`config.mk`:
```
export PLATFORM = sky130hd
export DESIGN_NAME = pc_stack_indirect_addr
export DESIGN_NICKNAME = d
export VERILOG_FILES = /design/src/rtl/pc_stack_pkg.sv /design/src/rtl/pc_stack_indirect_addr.sv
export VERILOG_INCLUDE_DIRS = /design/src /design/src/rtl
export SDC_FILE = /design/constraint.sdc
export NUM_CORES = 1
export LEC_CHECK = 0
export ABC_CLOCK_PERIOD_IN_PS = 2500
export BUFFER_PORTS_ARGS = -buffer_cell sky130_fd_sc_hd__buf_4
export CAP_MARGIN = 25
export CORE_ASPECT_RATIO = 0.5
export CORE_MARGIN = 2
export CORE_UTILIZATION = 45
export DETAILED_ROUTE_END_ITERATION = 10
export PLACE_DENSITY = 0.71
export SLEW_MARGIN = 40
export SYNTH_ARGS = -nofsm -noshare
export SYNTH_HDL_FRONTEND = slang
export SYNTH_SLANG_ARGS = --single-unit
```
`constraint.sdc`:
```
create_clock -name clk -period 2.5 [get_ports clk]
set_input_delay 0.125 -clock clk [delete_from_list [all_inputs] [get_ports clk]]
set_output_delay 0.125 -clock clk [all_outputs]
set_load 0.01 [all_outputs]
```
`src/rtl/pc_stack_defines.svh`:
```
`ifndef PC_STACK_DEFINES_SVH
`define PC_STACK_DEFINES_SVH
`define PC_WIDTH 13
`define PC_LOW_WIDTH 8
`define PC_HIGH_WIDTH 5
`define STACK_DEPTH 8
`define SP_WIDTH 3
`define PC_RESET 13'h0000
`define LATCH_RESET 5'h00
`define PTR_RESET 8'h00
`define WINDOW_ADDR 8'h00
`define BANK_SELECT_BIT 7
`endif

```
`src/rtl/pc_stack_pkg.sv`:
```
package pc_stack_pkg;
  typedef enum logic [1:0] {
    FLOW_NEXT,
    FLOW_CALL,
    FLOW_RETURN,
    FLOW_JUMP
  } flow_op_t;
  typedef struct packed {
    flow_op_t op;
    logic [12:0] target;
  } flow_req_t;
  typedef struct packed {
    logic [7:0] addr;
    logic [7:0] wdata;
    logic rd;
    logic wr;
  } data_req_t;
endpackage

```
`src/rtl/pc_stack_indirect_addr.sv`:
```
// The address map and the address-and-strobe port were decided locally.
`timescale 1ns/1ns
`include "pc_stack_defines.svh"
// Behaviour
// RQ1: Keep a 13-bit program counter giving the next fetch address.
// RQ2: Low eight PC bits are pc_low_byte, readable and writable by software.
// RQ3: PC bits 12..8 sit in pc_high_bits, not directly accessible.
// RQ4: pc_high_bits load only from pc_high_holding_latch on upper updates.
// RQ5: Return stack of eight 13-bit entries outside program and data space.
// RQ6: Return-stack pointer is hidden from software.
// RQ7: Push PC on CALL and on interrupt branch. There is no interrupt branch here; only FLOW_CALL pushes.
// RQ8: Pop stack into PC on return, return_with_literal, return_from_interrupt. Only FLOW_RETURN pops here.
// RQ9: pc_high_holding_latch unchanged by push and pop.
// RQ10: Stack wraps circularly; ninth push overwrites the first entry.
// RQ11: indirect_data_window has no storage; access redirects via pointer_register.
// RQ12: Reading window with pointer_register zero returns zero.
// RQ13: Indirect write to the window itself stores nothing.
// RQ14: Effective address is indirect_bank_select above the 8-bit pointer.
// RQ15: indirect_bank_select has no effect; decode uses the pointer alone.
// RQ16: Stack pointer is a 3-bit up/down counter without overflow flags.
module pc_stack_indirect_addr #(
  parameter int DEPTH = `STACK_DEPTH
) (
  input wire logic clk,
  input wire logic srst,
  input wire pc_stack_pkg::flow_req_t flow,
  input wire logic flow_valid,
  input wire logic advance,
  input wire logic [7:0] pc_low_wdata,
  input wire logic pc_low_we,
  input wire logic [4:0] latch_wdata,
  input wire logic latch_we,
  input wire logic [7:0] ptr_wdata,
  input wire logic ptr_we,
  input wire logic [7:0] status_reg,
  input wire pc_stack_pkg::data_req_t data_req,
  input wire logic [7:0] file_rdata,
  output logic [12:0] fetch_addr,
  output logic [7:0] pc_low_byte,
  output logic [4:0] pc_high_holding_latch,
  output logic [7:0] pointer_register,
  output logic [8:0] effective_addr,
  output logic [7:0] file_addr,
  output logic file_rd,
  output logic file_wr,
  output logic [7:0] file_wdata,
  output logic [7:0] data_rdata
);
  localparam logic [12:0] PC_RST = `PC_RESET;
  localparam logic [4:0] LATCH_RST = `LATCH_RESET;
  localparam logic [7:0] PTR_RST = `PTR_RESET;
  localparam logic [7:0] WIN_ADDR = `WINDOW_ADDR;
  localparam logic [2:0] SP_RST = 3'h0;
  localparam logic [2:0] SP_STEP = 3'h1;
  localparam logic [12:0] PC_STEP = 13'h0001;

  // Sequential fetch address, wraps at the top of program space
  function automatic logic [12:0] pc_inc(input logic [12:0] value);
    return value + PC_STEP;
  endfunction

  // Slot of the most recent push; wraps like the pointer itself
  function automatic logic [2:0] sp_prev(input logic [2:0] value);
    return value - SP_STEP;
  endfunction

  logic [4:0] pc_high_bits;
  logic [12:0] stack_mem [DEPTH];
  logic [2:0] sp;
  logic [12:0] pc;
  logic [12:0] next_pc;
  logic is_window;
  logic ind_target_zero;
  logic read_zero;
  logic is_call;
  logic is_return;
  logic is_jump;
  logic is_next;

  assign pc = {pc_high_bits, pc_low_byte}; // RQ1
  assign fetch_addr = pc;

  // One-hot view of the flow request, only while it is valid
  always_comb begin
    is_call = 1'b0;
    is_return = 1'b0;
    is_jump = 1'b0;
    is_next = 1'b0;
    if (flow_valid) begin
      case (flow.op)
        pc_stack_pkg::FLOW_CALL: is_call = 1'b1; // RQ7
        pc_stack_pkg::FLOW_RETURN: is_return = 1'b1; // RQ8
        pc_stack_pkg::FLOW_JUMP: is_jump = 1'b1;
        default: is_next = 1'b1;
      endcase
    end
  end

  // Next PC selection; call, jump and low-byte write take the upper bits from the holding latch
  always_comb begin
    next_pc = pc;
    if (flow_valid) begin
      case (flow.op)
        pc_stack_pkg::FLOW_CALL: next_pc = {pc_high_holding_latch, flow.target[7:0]}; // RQ4
        pc_stack_pkg::FLOW_JUMP: next_pc = {pc_high_holding_latch, flow.target[7:0]}; // RQ4
        pc_stack_pkg::FLOW_RETURN: next_pc = stack_mem[sp_prev(sp)]; // RQ8
        default: next_pc = pc_inc(pc);
      endcase
    end else if (pc_low_we) begin
      next_pc = {pc_high_holding_latch, pc_low_wdata}; // RQ2 RQ4
    end else if (advance) begin
      next_pc = pc_inc(pc);
    end
  end

  always_ff @(posedge clk) begin
    if (srst) begin
      pc_low_byte <= PC_RST[7:0];
      pc_high_bits <= PC_RST[12:8];
    end else begin
      pc_low_byte <= next_pc[7:0]; // RQ2
      pc_high_bits <= next_pc[12:8]; // RQ3
    end
  end

  // Holding latch written only by software, never by push or pop
  always_ff @(posedge clk) begin
    if (srst) begin
      pc_high_holding_latch <= LATCH_RST;
    end else if (latch_we) begin
      pc_high_holding_latch <= latch_wdata; // RQ9
    end
  end

  // Return address is the instruction after the call site
  always_ff @(posedge clk) begin
    if (flow_valid && flow.op == pc_stack_pkg::FLOW_CALL) begin
      stack_mem[sp] <= pc_inc(pc); // RQ5 RQ7 RQ10
    end
  end

  // Hidden pointer, wraps silently in both directions
  always_ff @(posedge clk) begin
    if (srst) begin
      sp <= SP_RST;
    end else if (flow_valid && flow.op == pc_stack_pkg::FLOW_CALL) begin
      sp <= sp + 3'h1; // RQ6 RQ10 RQ16
    end else if (flow_valid && flow.op == pc_stack_pkg::FLOW_RETURN) begin
      sp <= sp_prev(sp); // RQ16
    end
  end

  always_ff @(posedge clk) begin
    if (srst) begin
      pointer_register <= PTR_RST;
    end else if (ptr_we) begin
      pointer_register <= ptr_wdata;
    end
  end

  // Indirect window resolution
  assign is_window = (data_req.addr == `WINDOW_ADDR);
  assign ind_target_zero = (pointer_register == `WINDOW_ADDR);
  assign effective_addr = {status_reg[`BANK_SELECT_BIT], pointer_register}; // RQ14
  always_comb begin
    file_addr = data_req.addr;
    file_rd = data_req.rd;
    file_wr = data_req.wr;
    file_wdata = data_req.wdata;
    if (is_window) begin
      file_addr = effective_addr[7:0]; // RQ11 RQ15
      file_rd = data_req.rd && !ind_target_zero; // RQ12
      file_wr = data_req.wr && !ind_target_zero; // RQ13
    end
  end

  always_ff @(posedge clk) begin
    if (srst) begin
      read_zero <= 1'b0;
    end else begin
      read_zero <= data_req.rd && is_window && ind_target_zero;
    end
  end
  assign data_rdata = read_zero ? 8'h00 : file_rdata; // RQ12

  // Return stack and its hidden pointer
  chk_call_push: assert property (@(posedge clk) disable iff (srst) // RQ7
    is_call |=> sp == $past(sp) + SP_STEP)
    else $error("push did not advance pointer");

  chk_push_value: assert property (@(posedge clk) disable iff (srst) // RQ10
    is_call |=> stack_mem[$past(sp)] == $past(pc_inc(pc)))
    else $error("pushed value wrong");

  chk_return_pop: assert property (@(posedge clk) disable iff (srst) // RQ8
    is_return |=> pc == $past(stack_mem[sp_prev(sp)]))
    else $error("pop did not restore pc");

  chk_sp_pop: assert property (@(posedge clk) disable iff (srst) // RQ16
    is_return |=> sp == sp_prev($past(sp)))
    else $error("pop did not step pointer back");

  chk_sp_hold: assert property (@(posedge clk) disable iff (srst) // RQ16
    !is_call && !is_return |=> $stable(sp))
    else $error("pointer moved without stack op");

  chk_reset_state: assert property (@(posedge clk) // RQ1
    srst |=> pc == PC_RST && sp == SP_RST)
    else $error("reset state wrong");

  // Program counter and holding latch
  chk_latch_kept: assert property (@(posedge clk) disable iff (srst) // RQ9
    flow_valid && !latch_we |=> $stable(pc_high_holding_latch))
    else $error("latch changed on stack op");

  chk_latch_hold: assert property (@(posedge clk) disable iff (srst) // RQ9
    !latch_we |=> $stable(pc_high_holding_latch))
    else $error("latch changed without write");

  chk_latch_write: assert property (@(posedge clk) disable iff (srst) // RQ4
    latch_we |=> pc_high_holding_latch == $past(latch_wdata))
    else $error("latch write lost");

  chk_high_from_latch: assert property (@(posedge clk) disable iff (srst) // RQ4
    !flow_valid && pc_low_we |=> pc_high_bits == $past(pc_high_holding_latch))
    else $error("high bits not from latch");

  chk_jump_target: assert property (@(posedge clk) disable iff (srst) // RQ4
    is_call || is_jump |=> pc == {$past(pc_high_holding_latch), $past(flow.target[7:0])})
    else $error("jump target wrong");

  chk_low_write: assert property (@(posedge clk) disable iff (srst) // RQ2
    !flow_valid && pc_low_we |=> pc_low_byte == $past(pc_low_wdata))
    else $error("low byte write lost");

  chk_pc_advance: assert property (@(posedge clk) disable iff (srst) // RQ1
    !flow_valid && !pc_low_we && advance |=> pc == $past(pc) + PC_STEP)
    else $error("pc did not advance");

  chk_next_step: assert property (@(posedge clk) disable iff (srst) // RQ1
    is_next |=> pc == $past(pc) + PC_STEP)
    else $error("next op did not step pc");

  chk_pc_hold: assert property (@(posedge clk) disable iff (srst) // RQ1
    !flow_valid && !pc_low_we && !advance |=> $stable(pc))
    else $error("pc moved while idle");

  // Indirect window
  chk_ptr_write: assert property (@(posedge clk) disable iff (srst) // RQ11
    ptr_we |=> pointer_register == $past(ptr_wdata))
    else $error("pointer write lost");

  chk_ptr_hold: assert property (@(posedge clk) disable iff (srst) // RQ11
    !ptr_we |=> $stable(pointer_register))
    else $error("pointer changed without write");

  chk_redirect_addr: assert property (@(posedge clk) disable iff (srst) // RQ11
    is_window |-> file_addr == pointer_register)
    else $error("indirect address wrong");

  chk_window_wdata: assert property (@(posedge clk) disable iff (srst) // RQ11
    is_window |-> file_wdata == data_req.wdata)
    else $error("indirect write data wrong");

  chk_window_read: assert property (@(posedge clk) disable iff (srst) // RQ11
    data_req.rd && is_window && !ind_target_zero |-> file_rd)
    else $error("indirect read not issued");

  chk_direct_pass: assert property (@(posedge clk) disable iff (srst) // RQ11
    !is_window |-> file_addr == data_req.addr && file_rd == data_req.rd
      && file_wr == data_req.wr)
    else $error("direct access altered");

  chk_self_read_blocked: assert property (@(posedge clk) disable iff (srst) // RQ12
    data_req.rd && is_window && ind_target_zero |-> !file_rd)
    else $error("window self read reached file");

  chk_window_zero: assert property (@(posedge clk) disable iff (srst) // RQ12
    data_req.rd && is_window && ind_target_zero |=> data_rdata == 8'h00)
    else $error("window self read not zero");

  chk_window_rdata: assert property (@(posedge clk) disable iff (srst) // RQ12
    data_req.rd && !(is_window && ind_target_zero) |=> data_rdata == file_rdata)
    else $error("read data not passed on");

  chk_window_nowrite: assert property (@(posedge clk) disable iff (srst) // RQ13
    data_req.wr && is_window && ind_target_zero |-> !file_wr)
    else $error("window self write stored");

  cov_call_return: cover property (@(posedge clk) disable iff (srst)
    is_call ##[1:20] is_return);
  cov_wrap: cover property (@(posedge clk) disable iff (srst)
    is_call && sp == 3'h7);
  cov_jump: cover property (@(posedge clk) disable iff (srst)
    is_jump);
  cov_window_write: cover property (@(posedge clk) disable iff (srst)
    data_req.wr && is_window && !ind_target_zero);
  cov_self_read: cover property (@(posedge clk) disable iff (srst)
    data_req.rd && is_window && ind_target_zero);
endmodule

```
==> results.md <==
- Status: finished clean
- EDFF count, synth: 104
- Max Buffers Root-to-Sink: 2
- Largest net degree at the start of global routing: 32
- Final setup fails: 0
- Worst skew pair latency: 0.42 ns
- Cells after Synth: 469
- Most common cell in the netlist: edfxtp_1
- Die Width: 170 microns
- Buffers and inverters on the worst path: 2
- Startpoint types: flip-flop
- Slew headroom: 0.544
- GPL Wtd Cong: 0.840
- CTS sink count: 134
- Post-route setup TNS: 0 ns
- Vias in the first global route: 4207
- Vias per cell: 5.49
- Die height: 87.1 microns
- Worst R2R Setup Slack: 0.19 ns
- RSZ-0062 raised after global routing: false
- Seq pwr share: 0.433
- Achievable Freq: 432 MHz
- Root buf cell: clkbuf_16
- IO Port Bufs: 115
- YS warnings: 0
- Distinct cells, synth: 50
- Main synth FF type: edfxtp_1
- Net Count, Synth: 549
- Endpoints failing hold: 0
- Actual slew at the worst max-slew pin: 0.681 ns
- Switching power: 0.00162 W
- Critical Path Slowest Stage Cell: mux4_1
- Post-Syn Area per Cell: 13.2 sq um
- CP top delay family: multiplexers
- Max incr delay on CP: 0.55 ns
- Reg2reg start: sp[0]$_SDFFE_PP0P_
- Gr ovfl total: 0
- Internal power: 0.00424 W
- Filler cell count: 1033
- Antenna fix cells: 0
- Clock-pin slew on the worst setup and hold paths: 0.07 ns
- Postcts setup bufs: 0
- FP Rows: 30
- Total CTS buffers: 17
- #FFs+latches synth: 134
- Worst hold path class: primary input to flip-flop
- CORE AREA: 13500 sq um
- Worst Path Max Fanout: 7
- Drt drc: 0
- Reg-to-Reg End: pc_high_bits[1]$_SDFFE_PP0P_
- Worst path required time: 2.77 ns
- Final Cycle Share: 0.926
- Leakage power: 3.12 nW
- Pre-CTS setup slack: 0.193 ns
- Critical path arrival: 2.59 ns
- Mapped Area: 6210 sq um
- Htree depth: 4
- WS Path Type: flip-flop to flip-flop
- Switching part of the total: 0.276
- Detailed-route wire length: 15400 microns
- Top post-synthesis cells by count: edfxtp_1, nor2_1, nand2_1
- Via count: 4295
- WL per Instance: 19.7 microns
- Synth top area share: 0.503
- Area added between synthesis and finish: 28.7%
- WHS Path Cells: 3
- R2R depth: 7
- CP Capture Type: flip-flop
- Placed insts: 737
- Post-DP HPWL: 10400 microns
- Final Skew: 0.0116 ns
- Nets: 673
- Combinational power share: 0.146
- Fin. max-slew vios: 0
- Die ar.: 14800 sq um
- Share of cells above drive strength 1: 0.337
- All-Layer GR Usage: 0.211
- Worst setup margin: 0.185 ns
- Initial antenna violation count: 0
- Starting Density: 0.460
- Largest cells by area after synthesis: edfxtp_1, dfxtp_1, mux4_2
- ANT nets after route: 0
- Initial DRC count: 365
- Critical Path, Cell by Cell: clkinv_2 -> ha_4 -> xor2_4 -> buf_4 -> mux4_1 -> o21ai_0 -> a31oi_1
- Ys async rst share: 0
- Drt first pass iters: 5
- First-pass GRT wire length: 23000 microns
- Worst Hold Endpoint: pc_low_byte[5]$_SDFFE_PP0P_
- Tmin final: 2.31 ns
- Worst IR Drop VDD: 0.000786 V
- Pwr dens: 734 nW/um^2
- Worst hold slack: 0.0238 ns
- Hold path startpoint: pc_low_wdata[5]
- Synth area leader: edfxtp_1
- Ports: 146
- Seq/Total Area, Yosys: 0.600
- CTS tree: done
- Max-cap violations: 0
- Clock Power Share: 0.421
- Non-filler cells, final: 782
==> through the flow <==
step / util / power [W] / instance area [sq um]
6_report: 0.591 / 0.00586 / 7990
5_1_grt: 0.591 / 0.00605 / 7990
4_1_cts: 0.589 / 0.00587 / 7960
3_5_place_dp: 0.535 / 0.00340 / 7230
3_3_place_gp: 0.535 / 0.00339 / 7230
2_1_floorplan: - / 0.00309 / 6220
==> area by class of cell <==
cell class	instances	area, sq um	area share
clock buffers	17	425	0.0532
clock inverters	15	180	0.0226
inverters	6	23.8	0.00298
multi-input cells	278	2190	0.274
flip-flops and latches	134	3720	0.466
well taps	176	220	0.0276
repair buffers	156	1230	0.154
==> cells by family (layout without fill, tap and decap cells) <==
group,count (synthesis),after routing,share of synthesized area
flip-flops,134,134,0.600
AND/OR/NAND/NOR,131,131,0.0981
AO/OA/AOI/OAI,68,68,0.0802
buffers and inverters,57,194,0.0544
multiplexers,54,54,0.128
XOR/XNOR,22,22,0.0341
adder cells (fa/ha/maj),3,3,0.00605
==> worst max path at each step <==
stage                        from                      endpoint  slack [ns]  cells past startpoint
2_1_floorplan  sp[0]$_SDFFE_PP0P_  pc_high_bits[0]$_SDFFE_PP0P_        0.04                      9
3_3_place_gp   sp[0]$_SDFFE_PP0P_   pc_low_byte[0]$_SDFFE_PP0P_        0.15                      7
3_5_place_dp   sp[0]$_SDFFE_PP0P_   pc_low_byte[0]$_SDFFE_PP0P_        0.19                      7
4_1_cts        sp[0]$_SDFFE_PP0P_  pc_high_bits[1]$_SDFFE_PP0P_        0.15                      6
5_1_grt        sp[0]$_SDFFE_PP0P_  pc_high_bits[1]$_SDFFE_PP0P_        0.04                      7
6_report       sp[0]$_SDFFE_PP0P_  pc_high_bits[1]$_SDFFE_PP0P_        0.19                      7
==> timing repair <==
| action | 4_1_cts | 5_1_grt |
|---|---|---|
| hold buffers | 13 | 0 |
| endpoints found under the setup margin | 0 | 2 |
| gates resized for setup | 0 | 1 |
| hold endpoints to repair | 13 | 0 |
==> state kept, by name, indices dropped and copies added (netlist names) <==
register	count
pointer_register	8
stack_mem	104
pc_high_holding_latch	5
pc_high_bits	5
pc_low_byte	8
sp	3
read_zero	1
==> cell usage in the layout (no fill, tap or decap), drive strengths merged, types with 7 or more instances in the layout <==
| cell | Yosys | layout |
|---|---|---|
| a21o | 8 | 8 |
| nor2 | 41 | 41 |
| nor2b | 12 | 12 |
| xnor2 | 12 | 12 |
| a221oi | 14 | 14 |
| mux2i | 33 | 33 |
| o21ai | 9 | 9 |
| a21oi | 8 | 8 |
| nand3 | 9 | 9 |
| inv | 4 | 12 |
| dfxtp | 30 | 30 |
| xor2 | 10 | 10 |
| mux4 | 19 | 19 |
| clkinv | 2 | 8 |
| nand2 | 39 | 39 |
| a22oi | 7 | 7 |
| nor3 | 8 | 8 |
| buf | 36 | 143 |
| edfxtp | 104 | 104 |
| dlygate4sd3 | 0 | 13 |
| clkbuf | 15 | 17 |
==> worst register-to-register path, delay by kind of cell, from the launching register on <==
family                     cells  cell delay, ns
xor gates and xnor gates       1            0.20
adders and majority gates      1            0.22
buffers and inverters          2            0.33
DFF                            1            0.34
muxes                          1            0.55
AOI/OAI and AO/OA              2            0.54
==> per-layer routing <==
| metal | up-vias | track usage | share of wire |
|---|---|---|---|
| met5 | - | 0 | 0 |
| met4 | 0 | 0.0793 | 0.015 |
| met3 | 21 | 0.0427 | 0.059 |
| met2 | 160 | 0.357 | 0.49 |
| met1 | 2112 | 0.274 | 0.43 |
| li1 | 2002 | - | - |
==> power by group through the flow <==
stage	combinational, W	sequential, W	clock, W
final	0.000855	0.00254	0.00247
after global routing	0.000925	0.00255	0.00258
after CTS	0.000844	0.00254	0.00249
after detailed placement	0.000818	0.00259	0
after global placement	0.000809	0.00259	0
after floorplan	0.000510	0.00258	0
(Power assumes the default switching activity.)
